**src/core/serial_pkg.sv**
```systemverilog
// Purpose: shared constants and types for the asynchronous serial character path
// Assumes: 8-bit register port, one clock, synchronous active-high reset
// Notes:   register offsets, bit positions, reset values and frame timing are the numbers used by the core

package serial_pkg;

	// ****************************************************************
	// register port geometry and offsets
	// ****************************************************************
	localparam int         ADDR_W       = 3;
	localparam int         DATA_W       = 8;
	localparam logic [2:0] OFF_STATUS   = 3'h0;   // serial_status_reg
	localparam logic [2:0] OFF_DATA     = 3'h1;   // serial_data_reg
	localparam logic [2:0] OFF_CTRL_ONE = 3'h2;   // serial_ctrl_one
	localparam logic [2:0] OFF_CTRL_TWO = 3'h3;   // serial_ctrl_two
	localparam logic [2:0] OFF_TX_DIV   = 3'h4;   // tx_ext_prescale
	localparam logic [2:0] OFF_RX_DIV   = 3'h5;   // rx_ext_prescale

	// ****************************************************************
	// field positions
	// ****************************************************************
	localparam int ST_TX_EMPTY  = 7;
	localparam int ST_TX_DONE   = 6;
	localparam int ST_RX_FULL   = 5;
	localparam int ST_OVERRUN   = 3;
	localparam int ST_BREAK     = 1;
	localparam int C1_RX_NINTH  = 7;
	localparam int C1_TX_NINTH  = 6;
	localparam int C1_WORD9     = 4;
	localparam int C2_EMPTY_IE  = 7;
	localparam int C2_DONE_IE   = 6;
	localparam int C2_FULL_IE   = 5;
	localparam int C2_TX_ON     = 3;
	localparam int C2_RX_ON     = 2;
	localparam int C2_SEND_BRK  = 0;

	// ****************************************************************
	// reset values and timing
	// ****************************************************************
	localparam logic [7:0]  CTRL_RST     = 8'h00;
	localparam logic [7:0]  DIV_RST      = 8'h00;
	localparam logic [3:0]  OS_LAST      = 4'hF;   // 16 rx ticks per bit
	localparam logic [3:0]  OS_MID       = 4'h7;   // start bit checked mid-bit
	localparam logic [3:0]  FRAME_LEN8   = 4'hA;   // start + 8 + stop
	localparam logic [3:0]  FRAME_LEN9   = 4'hB;   // start + 9 + stop
	localparam logic [3:0]  MARK_LEN     = 4'h1;   // extra high bit after break

	typedef enum logic [1:0] {TXK_DATA, TXK_IDLE, TXK_BREAK, TXK_MARK} tx_kind_t;
	typedef enum logic [2:0] {RX_IDLE, RX_START, RX_DATA, RX_STOP, RX_WAIT_HIGH} rx_state_t;

endpackage

```
**src/core/serial_core.sv**
```systemverilog
// Purpose: transmit and receive character path of an asynchronous NRZ serial port
// Assumes: register port strobes are one cycle long; serial_rx_pin is synchronous to clk
// Notes:   the cpu global interrupt mask is applied outside this block
//
// The strobed register port and the address map are this design's own decisions.

`timescale 1ns/1ps

// Overview of operation
// - word length 8 or 9 bits, both directions
// - transmit pin low during start bit
// - transmit pin high during stop bit
// - idle frame is a full frame of ones
// - all-zero frame received is flagged break
// - separate transmit and receive baud generators
// - ninth transmit bit taken from tx_ninth_bit
// - lsb first; write buffer feeds shift register
// - enabling transmitter sends idle frame first
// - empty flag clears by status access, data write
// - empty flag sets when buffer moves to shifter
// - empty flag requests interrupt when enabled
// - write while busy waits in buffer
// - write while idle starts frame at once
// - done flag sets after stop bit
// - done flag clears like empty flag
// - send-break repeats frame-length break frames
// - one high bit appended after last break
// - re-enable mid-frame sends idle after word
// - toggling enable discards buffered word
// - ninth received bit kept in rx_ninth_bit
// - receive lsb first into rx_buffer
// - pin idles high; released when both disabled
// - full flag sets per character, clears by sequence
module serial_core
	import serial_pkg::*;
(
	input  wire logic                         clk,
	input  wire logic                         rst,
	input  wire logic [serial_pkg::ADDR_W-1:0] addr,
	input  wire logic [serial_pkg::DATA_W-1:0] wdata,
	input  wire logic                         wr,
	input  wire logic                         rd,
	output logic      [serial_pkg::DATA_W-1:0] rdata,
	input  wire logic                         serial_rx_pin,
	output logic                              tx_pin,
	output logic                              tx_pin_oe,
	output logic                              irq
);
	import serial_pkg::*;

	// ****************************************************************
	// register port decode
	// ****************************************************************
	logic [7:0] serial_ctrl_one_r, serial_ctrl_two_r, tx_div_r, rx_div_r;
	logic       stat_seen_r;
	wire        rd_stat = rd && (addr == OFF_STATUS);
	wire        rd_data = rd && (addr == OFF_DATA);
	wire        wr_data = wr && (addr == OFF_DATA);
	wire        wr_c1   = wr && (addr == OFF_CTRL_ONE);
	wire        wr_c2   = wr && (addr == OFF_CTRL_TWO);
	wire        wr_txd  = wr && (addr == OFF_TX_DIV);
	wire        wr_rxd  = wr && (addr == OFF_RX_DIV);
	wire        tx_clr  = stat_seen_r && wr_data;
	wire        rx_clr  = stat_seen_r && rd_data;

	wire        word9   = serial_ctrl_one_r[C1_WORD9];
	wire        tx_ninth_bit = serial_ctrl_one_r[C1_TX_NINTH];
	wire        tx_on   = serial_ctrl_two_r[C2_TX_ON];
	wire        rx_on   = serial_ctrl_two_r[C2_RX_ON];
	wire        send_break_ctl = serial_ctrl_two_r[C2_SEND_BRK];
	wire [3:0]  frame_len = word9 ? FRAME_LEN9 : FRAME_LEN8;

	// control registers; rx_ninth_bit is overlaid on read, not stored here
	always_ff @(posedge clk) begin
		if (rst) begin
			serial_ctrl_one_r <= CTRL_RST;
			serial_ctrl_two_r <= CTRL_RST;
			tx_div_r          <= DIV_RST;
			rx_div_r          <= DIV_RST;
			stat_seen_r       <= 1'b0;
		end else begin
			if (wr_c1) serial_ctrl_one_r <= wdata;
			if (wr_c2) serial_ctrl_two_r <= wdata;
			if (wr_txd) tx_div_r <= wdata;
			if (wr_rxd) rx_div_r <= wdata;
			// first step of every clearing sequence; spent by any data access
			if (rd_stat) stat_seen_r <= 1'b1;
			else if (wr_data || rd_data) stat_seen_r <= 1'b0;
		end
	end

	// ****************************************************************
	// transmitter
	// ****************************************************************
	logic        tx_on_prev_r, tx_busy_r, tx_buf_full_r, idle_pend_r, brk_sent_r;
	logic        tx_empty_flag_r, tx_done_flag_r;
	logic [7:0]  tx_buffer_r;
	logic [10:0] tx_sh_r;
	logic [3:0]  tx_left_r;
	logic [11:0] tx_cnt_r;
	tx_kind_t    tx_kind_r;

	// own baud generator: one bit every 16*(div+1) clocks
	wire [11:0] tx_reload = {tx_div_r, 4'hF};
	wire        tx_tick   = (tx_cnt_r == 12'h000);
	wire        tx_on_rise = tx_on && !tx_on_prev_r;
	wire        tx_on_chg  = tx_on ^ tx_on_prev_r;
	wire        frame_end  = tx_busy_r && tx_tick && (tx_left_r == MARK_LEN);
	wire        boundary   = !tx_busy_r || frame_end;
	wire        ld_en      = boundary && tx_on;
	wire        idle_pend  = idle_pend_r || tx_on_rise;
	// a toggled enable throws the held word away
	wire        buf_avail  = (tx_buf_full_r && !tx_on_chg) || wr_data;
	wire [7:0]  tx_word    = wr_data ? wdata : tx_buffer_r;
	// selection order: break, closing mark, idle, data
	wire        ld_break   = ld_en && send_break_ctl;
	wire        ld_mark    = ld_en && !send_break_ctl && brk_sent_r;
	wire        ld_idle    = ld_en && !send_break_ctl && !brk_sent_r && idle_pend;
	wire        ld_data    = ld_en && !send_break_ctl && !brk_sent_r && !idle_pend
	                         && buf_avail;
	wire        ld_any     = ld_break || ld_mark || ld_idle || ld_data;
	wire        tx_done_set = frame_end && !ld_any;
	// frame image shifted out from bit 0: start low, data lsb first, stop high
	wire [10:0] data_frame = word9 ? {1'b1, tx_ninth_bit, tx_word, 1'b0}
	                               : {2'b11, tx_word, 1'b0};

	logic [10:0] tx_sh_nxt;
	logic [3:0]  tx_left_nxt;
	tx_kind_t    tx_kind_nxt;

	// frame loader and shifter
	always_comb begin
		tx_sh_nxt   = tx_sh_r;
		tx_left_nxt = tx_left_r;
		tx_kind_nxt = tx_kind_r;
		if (ld_break) begin
			tx_sh_nxt   = 11'h000;
			tx_left_nxt = frame_len;
			tx_kind_nxt = TXK_BREAK;
		end else if (ld_mark) begin
			tx_sh_nxt   = 11'h7FF;
			tx_left_nxt = MARK_LEN;
			tx_kind_nxt = TXK_MARK;
		end else if (ld_idle) begin
			tx_sh_nxt   = 11'h7FF;
			tx_left_nxt = frame_len;
			tx_kind_nxt = TXK_IDLE;
		end else if (ld_data) begin
			tx_sh_nxt   = data_frame;
			tx_left_nxt = frame_len;
			tx_kind_nxt = TXK_DATA;
		end else if (tx_busy_r && tx_tick) begin
			tx_sh_nxt   = {1'b1, tx_sh_r[10:1]};
			tx_left_nxt = tx_left_r - 4'h1;
		end
	end

	// restarting the divider on load keeps the first bit a full period long
	always_ff @(posedge clk) begin
		if (rst) tx_cnt_r <= 12'h000;
		else if (ld_any || tx_tick) tx_cnt_r <= tx_reload;
		else tx_cnt_r <= tx_cnt_r - 12'h001;
	end

	// frame state
	always_ff @(posedge clk) begin
		if (rst) begin
			tx_sh_r   <= 11'h7FF;
			tx_left_r <= 4'h0;
			tx_kind_r <= TXK_IDLE;
			tx_busy_r <= 1'b0;
		end else begin
			tx_sh_r   <= tx_sh_nxt;
			tx_left_r <= tx_left_nxt;
			tx_kind_r <= tx_kind_nxt;
			tx_busy_r <= ld_any || (tx_busy_r && !frame_end);
		end
	end

	// buffer, pending idle and break memory
	always_ff @(posedge clk) begin
		if (rst) begin
			tx_on_prev_r  <= 1'b0;
			tx_buffer_r   <= 8'h00;
			tx_buf_full_r <= 1'b0;
			idle_pend_r   <= 1'b0;
			brk_sent_r    <= 1'b0;
		end else begin
			tx_on_prev_r <= tx_on;
			if (wr_data && !ld_data) tx_buffer_r <= wdata;
			tx_buf_full_r <= (wr_data && !ld_data) ||
			                 (tx_buf_full_r && !tx_on_chg && !ld_data);
			idle_pend_r   <= idle_pend && !ld_idle;
			brk_sent_r    <= ld_break || (brk_sent_r && !ld_mark);
		end
	end

	// flags: the hardware set beats the software clear
	always_ff @(posedge clk) begin
		if (rst) begin
			tx_empty_flag_r <= 1'b1;
			tx_done_flag_r  <= 1'b1;
		end else begin
			tx_empty_flag_r <= ld_data || tx_on_chg || (tx_empty_flag_r && !tx_clr);
			tx_done_flag_r  <= tx_done_set || (tx_done_flag_r && !tx_clr);
		end
	end

	// pin: high whenever no frame is on it, released when both halves are off
	always_ff @(posedge clk) begin
		if (rst) begin
			tx_pin    <= 1'b1;
			tx_pin_oe <= 1'b0;
		end else begin
			tx_pin    <= tx_busy_r ? tx_sh_r[0] : 1'b1;
			tx_pin_oe <= tx_on || rx_on;
		end
	end

	// ****************************************************************
	// receiver
	// ****************************************************************
	rx_state_t  rx_st_r, rx_st_nxt;
	logic [7:0] rx_cnt_r, rx_buffer_r;
	logic [3:0] rx_phase_r, rx_phase_nxt, rx_bits_r, rx_bits_nxt;
	logic [8:0] rx_sh_r, rx_sh_nxt;
	logic       rx_done, rx_ninth_bit_r, rx_full_flag_r, overrun_r, break_flag_r;

	// own baud generator: 16 ticks per bit, one tick every div+1 clocks
	wire        rx_tick = (rx_cnt_r == 8'h00);
	wire [7:0]  rx_word = word9 ? rx_sh_r[7:0] : rx_sh_r[8:1];
	wire        rx_zero = (rx_word == 8'h00) && !(word9 && rx_sh_r[8]);

	always_ff @(posedge clk) begin
		if (rst || rx_tick) rx_cnt_r <= rx_div_r;
		else rx_cnt_r <= rx_cnt_r - 8'h01;
	end

	// oversampling receive sequencer
	always_comb begin
		rx_st_nxt    = rx_st_r;
		rx_phase_nxt = rx_phase_r;
		rx_bits_nxt  = rx_bits_r;
		rx_sh_nxt    = rx_sh_r;
		rx_done      = 1'b0;
		case (rx_st_r)
			RX_IDLE: begin
				rx_phase_nxt = 4'h0;
				if (!serial_rx_pin) rx_st_nxt = RX_START;
			end
			RX_START: if (rx_tick) begin
				rx_phase_nxt = rx_phase_r + 4'h1;
				if (rx_phase_r == OS_MID) begin
					// a start bit gone by mid-bit is taken as a glitch
					rx_st_nxt    = serial_rx_pin ? RX_IDLE : RX_DATA;
					rx_phase_nxt = 4'h0;
					rx_bits_nxt  = 4'h0;
				end
			end
			RX_DATA: if (rx_tick) begin
				rx_phase_nxt = rx_phase_r + 4'h1;
				if (rx_phase_r == OS_LAST) begin
					rx_sh_nxt   = {serial_rx_pin, rx_sh_r[8:1]};
					rx_bits_nxt = rx_bits_r + 4'h1;
					if (rx_bits_r == frame_len - 4'h3) rx_st_nxt = RX_STOP;
				end
			end
			RX_STOP: if (rx_tick) begin
				rx_phase_nxt = rx_phase_r + 4'h1;
				if (rx_phase_r == OS_LAST) begin
					rx_done   = 1'b1;
					rx_st_nxt = serial_rx_pin ? RX_IDLE : RX_WAIT_HIGH;
				end
			end
			// a held-low line must go high before another start is hunted
			RX_WAIT_HIGH: if (serial_rx_pin) rx_st_nxt = RX_IDLE;
			default: rx_st_nxt = RX_IDLE;
		endcase
		if (!rx_on) rx_st_nxt = RX_IDLE;
	end

	always_ff @(posedge clk) begin
		if (rst) begin
			rx_st_r    <= RX_IDLE;
			rx_phase_r <= 4'h0;
			rx_bits_r  <= 4'h0;
			rx_sh_r    <= 9'h000;
		end else begin
			rx_st_r    <= rx_st_nxt;
			rx_phase_r <= rx_phase_nxt;
			rx_bits_r  <= rx_bits_nxt;
			rx_sh_r    <= rx_sh_nxt;
		end
	end

	// rx_buffer keeps the unread character on overrun; new one is dropped
	always_ff @(posedge clk) begin
		if (rst) begin
			rx_buffer_r    <= 8'h00;
			rx_ninth_bit_r <= 1'b0;
			rx_full_flag_r <= 1'b0;
			overrun_r      <= 1'b0;
			break_flag_r   <= 1'b0;
		end else begin
			if (rx_done && !rx_full_flag_r) begin
				rx_buffer_r    <= rx_word;
				rx_ninth_bit_r <= rx_sh_r[8];
			end
			rx_full_flag_r <= rx_done || (rx_full_flag_r && !rx_clr);
			overrun_r      <= (rx_done && rx_full_flag_r) || (overrun_r && !rx_clr);
			break_flag_r   <= (rx_done && rx_zero && !serial_rx_pin)
			                  || (break_flag_r && !rx_clr);
		end
	end

	// ****************************************************************
	// read mux and interrupt
	// ****************************************************************
	logic [7:0] status_val, rd_mux;

	always_comb begin
		status_val              = 8'h00;
		status_val[ST_TX_EMPTY] = tx_empty_flag_r;
		status_val[ST_TX_DONE]  = tx_done_flag_r;
		status_val[ST_RX_FULL]  = rx_full_flag_r;
		status_val[ST_OVERRUN]  = overrun_r;
		status_val[ST_BREAK]    = break_flag_r;
		case (addr)
			OFF_STATUS:   rd_mux = status_val;
			OFF_DATA:     rd_mux = rx_buffer_r;
			OFF_CTRL_ONE: begin
				rd_mux              = serial_ctrl_one_r;
				rd_mux[C1_RX_NINTH] = rx_ninth_bit_r;
			end
			OFF_CTRL_TWO: rd_mux = serial_ctrl_two_r;
			OFF_TX_DIV:   rd_mux = tx_div_r;
			OFF_RX_DIV:   rd_mux = rx_div_r;
			default:      rd_mux = 8'h00;
		endcase
	end

	wire irq_nxt = (tx_empty_flag_r && serial_ctrl_two_r[C2_EMPTY_IE])
	            || (tx_done_flag_r && serial_ctrl_two_r[C2_DONE_IE])
	            || (rx_full_flag_r && serial_ctrl_two_r[C2_FULL_IE]);

	always_ff @(posedge clk) begin
		if (rst) begin
			rdata <= 8'h00;
			irq   <= 1'b0;
		end else begin
			rdata <= rd ? rd_mux : 8'h00;
			irq   <= irq_nxt;
		end
	end
endmodule // serial_core

```
**config.mk**
```make
export PLATFORM = sky130hd
export DESIGN_NAME = serial_core
export DESIGN_NICKNAME = d
export VERILOG_FILES = /design/src/core/serial_pkg.sv /design/src/core/serial_core.sv
export SDC_FILE = /design/constraint.sdc
export NUM_CORES = 1
export LEC_CHECK = 0
export CAP_MARGIN = 20
export CORE_ASPECT_RATIO = 1.1
export CORE_MARGIN = 5
export CORE_UTILIZATION = 40
export CTS_BUF_LIST = sky130_fd_sc_hd__clkbuf_4 sky130_fd_sc_hd__clkbuf_8
export CTS_CLUSTER_SIZE = 10
export DETAILED_ROUTE_END_ITERATION = 8
export DONT_BUFFER_PORTS = 1
export MAX_ROUTING_LAYER = met4
export PLACE_DENSITY = 0.59
export SLEW_MARGIN = 20
export SYNTH_ARGS = -nofsm -noshare
export SYNTH_HDL_FRONTEND = slang
export SYNTH_SLANG_ARGS = --single-unit
```
**constraint.sdc**
```tcl
create_clock -name clk -period 3.5 [get_ports clk]
set_input_delay 0.175 -clock clk [delete_from_list [all_inputs] [get_ports clk]]
set_output_delay 0.175 -clock clk [all_outputs]
set_load 0.05 [all_outputs]
```
* After elaboration in Yosys (flattened, before gate mapping)
Cells that the tools add are included.
Storage, ports and cells: register bits 125, latch bits 0, bits in writable memories 0, ROM bits 0, input port bits 16, logic and storage cells 201, memories 0
Cells by class: $add $sub $neg 6, multipliers 0, div/mod/pow operators 0, $lt $le $gt $ge 0, eq/ne operators 23, shifts and indexed selects 0, muxes and demuxes 43, bitwise gates (word level) 4, reductions and logical operators 95
Operators by type and width (count):
- $mux 11 | 5
- $mux 4 | 12
- $pmux 8 s6 | 1
- $logic_and 1x1->1 | 41
- $mux 3 | 10
- $mux 8 | 3
- $logic_or 1x1->1 | 21
- $ne 2x2->1 const B | 9
- $logic_not 1->1 | 16
- $logic_not 8->1 | 2
- $pmux 3 s5 | 1
- $eq 3x2->1 const B | 4
- $logic_not 12->1 | 1
- $mux 12 | 1
- $pmux 4 s3 | 1
- $sub 12x1->12 const B | 1
- $mux 10 | 1
- $eq 3x3->1 const B | 3
- $reduce_and 9->1 | 1
- $add 4x1->4 const B | 2
- $pmux 4 s2 | 1
- $reduce_or 2->1 | 4
- $sub 8x1->8 const B | 1
- $eq 3x1->1 const B | 2
- 17 further kinds | 27

* Longest topological paths before layout
Gate-level depths: netlist (run 1).
depth in word-level cells 13, gate-level depth with buffers 9

* Least setup slack after synthesis (run 1)
Ideal clock, no wire load.
kind reg-to-reg, from register rx_cnt_r[0], to register rx_phase_r[2], setup time 70 ps, data arrival time 2195 ps, slack 1234 ps, stages on the path, launching flop included 9, clock period less this slack 2266 ps, cells stage by stage dfxtp_1 > inv_1 > ha_1 > nor3b_1 > and3_1 > clkbuf_1 > o21ai_1 > or4b_2 > a21oi_1
On the way: longest elaborated chain between the ends 3, elaborated cells on any way between the ends 4, classes of those cells eq/ne: 2; reduce/logical: 2
RTL lines:
- start: declaration | RTL line serial_core.sv:224 | logic [7:0] rx_cnt_r, rx_buffer_r;
- start signal: assignment | RTL line serial_core.sv:235 | if (rst || rx_tick) rx_cnt_r <= rx_div_r;
- start signal: assignment | RTL line serial_core.sv:236 | else rx_cnt_r <= rx_cnt_r - 8'h01;
- $logic_not 8->1 * | RTL line serial_core.sv:230 | wire rx_tick = (rx_cnt_r == 8'h00);
- $ne 2x1->1 (no source line) / $ne 2x2->1 (equally long branches)
- $reduce_and 3->1 (no source line) *
- end signal: assignment | RTL line serial_core.sv:290 | rx_phase_r <= rx_phase_nxt;
- end: declaration | RTL line serial_core.sv:225 | logic [3:0] rx_phase_r, rx_phase_nxt, rx_bits_r, rx_bits_nxt;
Mark *: on every way between the ends. The rest lies on a longest branch, timed or not. A chain may end at the register's enable or synchronous reset.

* Worst setup path in the final report (run 1)
from register serial_ctrl_two_r[3], to register tx_cnt_r[11]
On the way: longest elaborated chain between the ends 8, elaborated cells on any way between the ends 20, classes of those cells mux: 1; bitwise: 1; reduce/logical: 18
RTL lines:
- start: declaration | RTL line serial_core.sv:54 | logic [7:0] serial_ctrl_one_r, serial_ctrl_two_r, tx_div_r, rx_div_r;
- start signal: assignment | RTL line serial_core.sv:83 | if (wr_c2) serial_ctrl_two_r <= wdata;
- $xor 1x1->1, or another cell as far along | RTL line serial_core.sv:107 | wire tx_on_chg = tx_on ^ tx_on_prev_r;
- $logic_not 1->1, or another cell as far along | RTL line serial_core.sv:113 | wire buf_avail = (tx_buf_full_r && !tx_on_chg) || wr_data;
- $logic_and 1x1->1, or another cell as far along | RTL line serial_core.sv:113
- $logic_or 1x1->1, or another cell as far along | RTL line serial_core.sv:113
- $logic_and 1x1->1 / $logic_or 1x1->1 (equally long branches) | RTL line serial_core.sv:120, serial_core.sv:121
- $logic_or 1x1->1 * | RTL line serial_core.sv:121 | wire ld_any = ld_break || ld_mark || ld_idle || ld_data;
- $logic_or 1x1->1 * | RTL line serial_core.sv:161 | else if (ld_any || tx_tick) tx_cnt_r <= tx_reload;
- $mux 12 * | RTL line serial_core.sv:161
- end signal: assignment | RTL line serial_core.sv:161
- end signal: assignment | RTL line serial_core.sv:162 | else tx_cnt_r <= tx_cnt_r - 12'h001;
- end: declaration | RTL line serial_core.sv:100 | logic [11:0] tx_cnt_r;
Marked as above.

==> flow_summary.toml, run 1 <==
[status]
outcome = "finished clean"

[placement]
place_ws_ns = 0.8345
place.port_buffers = 0
dpl.hpwl_mm = 10.03
globalplace.congestion = 0.8820

[clock_tree]
ctsResizeCount = 0
root_buffer = "clkbuf_8"
htreeDepth = 4
clock_sinks = 125
tritoncts.num_buffers = 17
tritoncts = "built"
insertion_delay_of_the_later_clocked_pin_in_the_worst_skew_pair_ns = 0.45
clkSlewWorstSetupHoldPaths_ns = 0.07
clock_path_buffers = 2

[finish]
area_delta_synth_final_pct = 10.72
mostFrequentLayoutCells = "dfxtp_1, nor2_1, nand2_1"
antennaDiodeCount = 0
finalNetCount = 692
mostFrequentLayoutCell = "dfxtp_1"
post_route_cells_drive_above_1_share_pct = 10.59

[run]
max-cap-violations = 0

[worst_setup_path]
reg2reg_setup_slack_ns = 0.75
worst-endpoint-required_ns = 3.85
data_arrival_critical_path_ns = 3.11
maximum_fanout_along_the_worst_path = 20
startpoint_type_of_the_worst_setup_path = "flip-flop"
path_class = "flip-flop to flip-flop"
critPathCaptureType = "flip-flop"

[floorplan]
die_w_um = 125.2
boundaryPins = 27
coreArea_mm2 = 0.01439
start_util_pct = 40.57
die_area_mm2 = 0.01711
fp.dieH_um = 136.7
placementRows = 46

[min_path]
min_path_type = "input pin to flip-flop"

[drt]
avgViaCountPerCell = 5.533
route.detailed.drc = 0
wl_per_cell_um = 17.41
final_antenna_net_count = 0
route.vias.total = 4825
detail_route.iter0.violations = 345
drt_wl_total_mm = 15.18
drt_first_pass_iters = 5

[yosys]
synthesis.instances = 677
synth-edff-count = 0
ys.warnings.count = 0
mappedNetlistArea_mm2 = 0.005837
synth_top_flop_cell = "dfxtp_1"
syn-num-nets = 701
seq_area_frac_synth_pct = 42.87
syn_avg_cell_area_um2 = 8.622
synth.distinct_cells = 69
asyncSetResetFlopFracSynth_pct = 0
yosys_register_bits = 125

[power_and_ir_drop]
leakage_nw = 2.286
power_density_mw_per_mm2 = 523.5
power.ir.vdd_worst_uv = 214.2

[timing]
setup_viol = 0
finalWorstPathRequiredPeriod_ns = 2.754
slew_violations = 0
number_of_hold_violations_in_the_final_report = 0
timing_worst_slew_pin_value_ns = 0.8804
final.setup.tns_ns = 0
timing.max_slew.rel_slack_pct = 41.18
setup_ws_ns = 0.7461
unrepaired_setup_endpoints_after_global_routing = "no"
finalCritPeriodShare_pct = 78.68
fin_skew_ns = 0.01394
maximum_frequency_from_static_timing_analysis_ghz = 0.3631

[grt]
grt_use_total_pct = 18.36
globalRoute.totalOverflow = 0
grt_start_max_net_pins = 106
grt_pass1_vias = 4555
initial_antenna_violation_count = 1
wire_length_of_the_first_global_routing_pass_mm = 24.00
registers in the layout (all words and copies together), names as in the netlist, 8 cells and up, named ones only:
| register | cells |
|---|---|
| rx_div_r | 8 |
| rdata | 8 |
| tx_buffer_r | 8 |
| rx_buffer_r | 8 |
| serial_ctrl_two_r | 8 |
| tx_cnt_r | 12 |
| rx_cnt_r | 8 |
| tx_sh_r | 11 |
| rx_sh_r | 9 |
| tx_div_r | 8 |
Yosys cell counts, types with 5 or more instances:
library cell  count  area [um2]
a211oi_1         17       127.6
a21oi_1          61       305.3
a221oi_1          6       52.55
a22oi_1           8       60.06
a31oi_1           5       31.28
buf_1             5       18.77
clkbuf_1         36       135.1
dfxtp_1         125        2502
ha_1              8       100.1
inv_1            12       45.04
mux2_2           11       123.9
mux2i_1          37       370.4
nand2_1          69       259.0
nand3_1          11       55.05
nor2_1          108       405.4
nor2b_1           7       43.79
nor3_1           12       60.06
nor3b_1           8       60.06
nor4_1            5       31.28
o21ai_0          10       50.05
o21ai_2           9       78.83
o22ai_1          10       62.56
or4_1             5       37.54
xnor2_1          13       113.9
xor2_1            5       43.79
per-layer routing:
layer,track usage (%),up-vias,part of all wire (%)
met5,-,-,0
met4,9.217,0,3.9
met3,4.176,38,5.5
met2,29.14,120,47
met1,22.10,2267,43
li1,-,2400,-
final timing paths:
check,startpoint,endpoint,cells after the start
setup reg to reg,serial_ctrl_two_r[3],tx_cnt_r[11],6
hold reg to reg,serial_ctrl_two_r[1],serial_ctrl_two_r[1],2
setup / recovery,serial_ctrl_two_r[3],tx_cnt_r[11],6
hold / removal,addr[2],rdata[6],3
report_power, final:
part	total, mW	switching [mW]	internal (mW)
combinational	0.519	0.286	0.233
sequential	1.61	0.0973	1.51
clock	1.26	0.544	0.712
critical path, cell delays in order, from the launching register on:
cell      delay, ns
dfxtp_1        0.43
ha_1           0.30
nor4_1         0.68
a31o_2         0.34
o21a_1         0.55
nor2_1         0.10
a211oi_1       0.25
cell type report:
cell class / instances / area (um2)
fill: 1438 / 7926
multi-input combinational: 496 / 3112
tap: 192 / 240.2
inverter: 12 / 45.04
clock inverter: 7 / 87.58
clock buffer: 24 / 305.3
timing repair buffer: 16 / 170.2
sequential: 125 / 2502
what timing repair did:
action | 4_1_cts | 5_1_grt
endpoints found under the hold margin | 114 | 0
hold buffers | 13 | 0
buffers inserted | 0 | 0
setup endpoints to repair | 0 | 0
kinds of logic (layout without fill, tap and decap cells):
family	Yosys count	count (layout)	synth area share, %
AOI/OAI and AO/OA	161	161	18.97
and+or+nand+nor	261	261	21.46
adders and majority gates	8	8	1.715
muxes	48	48	8.467
buffers and inverters	56	59	3.816
DFF	125	125	42.87
xor gates and xnor gates	18	18	2.701
stage by stage:
| step | std cells | cell area, um2 | total power, mW | hold slack, ns | util (%) |
|---|---|---|---|---|---|
| finish | 872 | 6462 | 3.383 | 0.02576 | 44.91 |
| floorplan | 677 | 5837 | 2.046 | 0.3110 | - |
| CTS | 872 | 6462 | 3.409 | 0.004069 | 44.91 |
| detailed placement | 828 | 5922 | 2.108 | 0.2605 | 41.16 |
| global placement | 828 | 5922 | 2.089 | 0.2591 | 41.16 |
| global route | 872 | 6462 | 3.551 | 0.01981 | 44.91 |
Note: power is estimated with default switching activity, not from simulation.
==> inputs of run 2 (changes only) <==
ABC_AREA = 1   (was not set)
clock period = 2.7 ns   (was 3.5 ns; I/O delays follow)
==> flow_summary.toml, run 2 <==
[clock_tree]
root_buffer = "clkbuf_8"
ctsResizeCount = 0
clock_sinks = 125
insertion_delay_of_the_later_clocked_pin_in_the_worst_skew_pair_ns = 0.45
tritoncts = "built"
tritoncts.num_buffers = 17
htreeDepth = 4
clock_path_buffers = 2
clkSlewWorstSetupHoldPaths_ns = 0.07
postCtsSetupBuffers = 0

[floorplan]
start_util_pct = 40.44
boundaryPins = 27
placementRows = 46
die_w_um = 124.5
coreArea_mm2 = 0.01427
die_area_mm2 = 0.01693
fp.dieH_um = 136.0

[drt]
detail_route.iter0.violations = 384
drt_wl_total_mm = 14.21
route.vias.total = 5080
wl_per_cell_um = 14.10
drt_first_pass_iters = 5
avgViaCountPerCell = 5.040
final_antenna_net_count = 0
route.detailed.drc = 0

[worst_setup_path]
slowest_delay_ns = 0.40
timing.rr.start = "rx_cnt_r[0]"
crit_path_max_delay_family = "simple AND/OR/NAND/NOR gates"
maximum_fanout_along_the_worst_path = 18
path_class = "flip-flop to flip-flop"
critical_path_buf_inv_count = 2
startpoint_type_of_the_worst_setup_path = "flip-flop"
setup.worst_path.start = "rx_cnt_r[0]"
data_arrival_critical_path_ns = 2.49
cp_cell_sequence = "inv_1 > ha_1 > nand2_1 > nor2_2 > nand2_1 > nor2_4 > nand2_2 > inv_2 > nand2_1 > or2_1 > o21ai_0 > a21oi_1"
most_numerous_cell_on_the_critical_path = "nand2_1"
critPathCaptureType = "flip-flop"
worst-endpoint-required_ns = 3.01
critPathSlowestCell = "or2_1"

[finish]
largest_register_ffs = 12
mostFrequentLayoutCells = "nand2_1, dfxtp_1, inv_1"
largest_registers = "tx_cnt_r (12), tx_sh_r (11), rx_sh_r (9)"
final-instance-count-excl-fill = 1008
regMostFlops = "tx_cnt_r"
area_delta_synth_final_pct = 10.41
post_route_cells_drive_above_1_share_pct = 7.512
mostFrequentLayoutCell = "nand2_1"
final.fill_count = 1462
finalNetCount = 829

[grt]
wire_length_of_the_first_global_routing_pass_mm = 23.40
grt_use_total_pct = 17.83
grt_pass1_vias = 4800
grt_start_max_net_pins = 47
initial_antenna_violation_count = 2
globalRoute.totalOverflow = 0

[yosys]
syn-num-nets = 819
post_synth_main_area_contributors = "dfxtp_1, nand2_1, o21ai_0"
seq_area_frac_synth_pct = 43.36
yosys.area.top_type_share_pct = 43.36
yosysTopAreaCell = "dfxtp_1"
syn_avg_cell_area_um2 = 7.260
synthXorXnorAreaFrac_pct = 1.669
post-synth-top-count-cell = "nand2_1"
mappedNetlistArea_mm2 = 0.005772
synth_top_flop_cell = "dfxtp_1"
synth.distinct_cells = 43
synth_compound_area_share_pct = 20.68
yosys-mux-area-fraction_pct = 0
yosys_register_bits = 125
synth-simple-area-share_pct = 22.15
synthesis.instances = 795
ys.warnings.count = 0
synth-adder-area-share_pct = 1.734
synth-edff-count = 0
asyncSetResetFlopFracSynth_pct = 0
list_of_most_frequent_post_synthesis_cells = "nand2_1, dfxtp_1, inv_1"
synth_top_family_by_area = "simple AND/OR/NAND/NOR gates"

[timing]
finalCritPeriodShare_pct = 80.85
fin_skew_ns = 0.008874
unrepaired_setup_endpoints_after_global_routing = "no"
timing.max_slew.rel_slack_pct = 51.92
finalWorstPathRequiredPeriod_ns = 2.183
final.setup.tns_ns = 0
number_of_hold_violations_in_the_final_report = 0
timing_worst_slew_pin_value_ns = 0.7188
setup_viol = 0
slew_violations = 0
maximum_frequency_from_static_timing_analysis_ghz = 0.4581

[power_and_ir_drop]
power.ir.vdd_worst_uv = 268.4
leakage_nw = 2.575
power_density_mw_per_mm2 = 670.7

[min_path]
min_path_type = "input pin to flip-flop"
timing.hold.worst.start = "wdata[0]"

[placement]
placed_cells = 962
globalplace.congestion = 0.8350
dpl.hpwl_mm = 10.00
place.port_buffers = 0

[run]
max-cap-violations = 0

[status]
outcome = "finished clean"
run 2: changes by cell type in the layout (fill, tap and decap cells not counted), moves of 8 or more:
cell	change
a211oi_1	-11
a21oi_1	+11
a22oi_1	-8
inv_1	+96
mux2_2	-11
mux2i_1	-37
nand2_1	+82
nand3_1	+14
nor2_1	-38
o21ai_0	+76
o21ai_1	+12
xnor2_1	-10
run 2: worst reg2reg max path, stage by stage, from the launching register on:
cell	delay, ns
dfxtp_1	0.30
inv_1	0.11
ha_1	0.22
nand2_1	0.08
nor2_2	0.12
nand2_1	0.13
nor2_4	0.13
nand2_2	0.09
inv_2	0.08
nand2_1	0.08
or2_1	0.40
o21ai_0	0.26
a21oi_1	0.06
run 2: final cells by class:
class	count	area, um2	area share [%]
clock inverters	3	15.01	0.2356
well taps	192	240.2	3.770
inverters	121	456.7	7.167
flip-flops and latches	125	2502	39.27
multi-input cells	522	2669	41.88
repair buffers	18	175.2	2.749
clock buffers	23	304.0	4.771
diodes	4	10.01	0.1571
run 2: where the power goes:
part	switching, mW	internal [mW]	total (mW)
Combinational	0.508	0.299	0.807
Sequential	0.0977	1.98	2.08
Clock	0.669	0.716	1.38
Total	1.27	3.00	4.27
run 2: repair_timing:
item	CTS	global route
setup endpoints to repair	0	0
endpoints found under the hold margin	58	0
hold buffers	16	0
run 2: path summary, 6_finish.rpt:
path,cells after the start,to,slack (ns)
hold reg to reg,2,rx_sh_r[0],0.46
setup reg to reg,12,rx_ninth_bit_r,0.52
setup / recovery,12,rx_ninth_bit_r,0.52
hold / removal,6,tx_sh_r[1],0.02
run 2: metal layers:
| metal | global-route usage [%] | routed length (um) | vias to the layer above |
|---|---|---|---|
| met2 | 26.86 | 6272 | 136 |
| met4 | 6.577 | 344 | 0 |
| met1 | 22.53 | 6603 | 2303 |
| met5 | - | 0 | - |
| li1 | - | - | 2610 |
| met3 | 5.658 | 987 | 31 |
run 2: cells by family (layout without fill, tap and decap cells):
| family | count (synthesis) | after routing |
|---|---|---|
| other | 0 | 4 |
| flip-flops | 125 | 125 |
| adder cells (fa/ha/maj) | 8 | 8 |
| buffers and inverters | 148 | 165 |
| XOR/XNOR | 11 | 11 |
| AND/OR/NAND/NOR | 290 | 290 |
| AO/OA/AOI/OAI | 213 | 213 |
run 2: through the flow:
step	total power [mW]	area [um2]	utilization (%)	hold slack (ns)	setup slack, ns
after global placement	2.877	5883	41.22	0.2086	0.5129
final	4.274	6372	44.64	0.01771	0.5169
after floorplan	2.763	5772	-	0.2824	0.7499
after detailed placement	2.894	5883	41.22	0.2104	0.5167
after CTS	4.312	6362	44.57	0.006333	0.5051
after global routing	4.547	6372	44.64	0.04855	0.2305
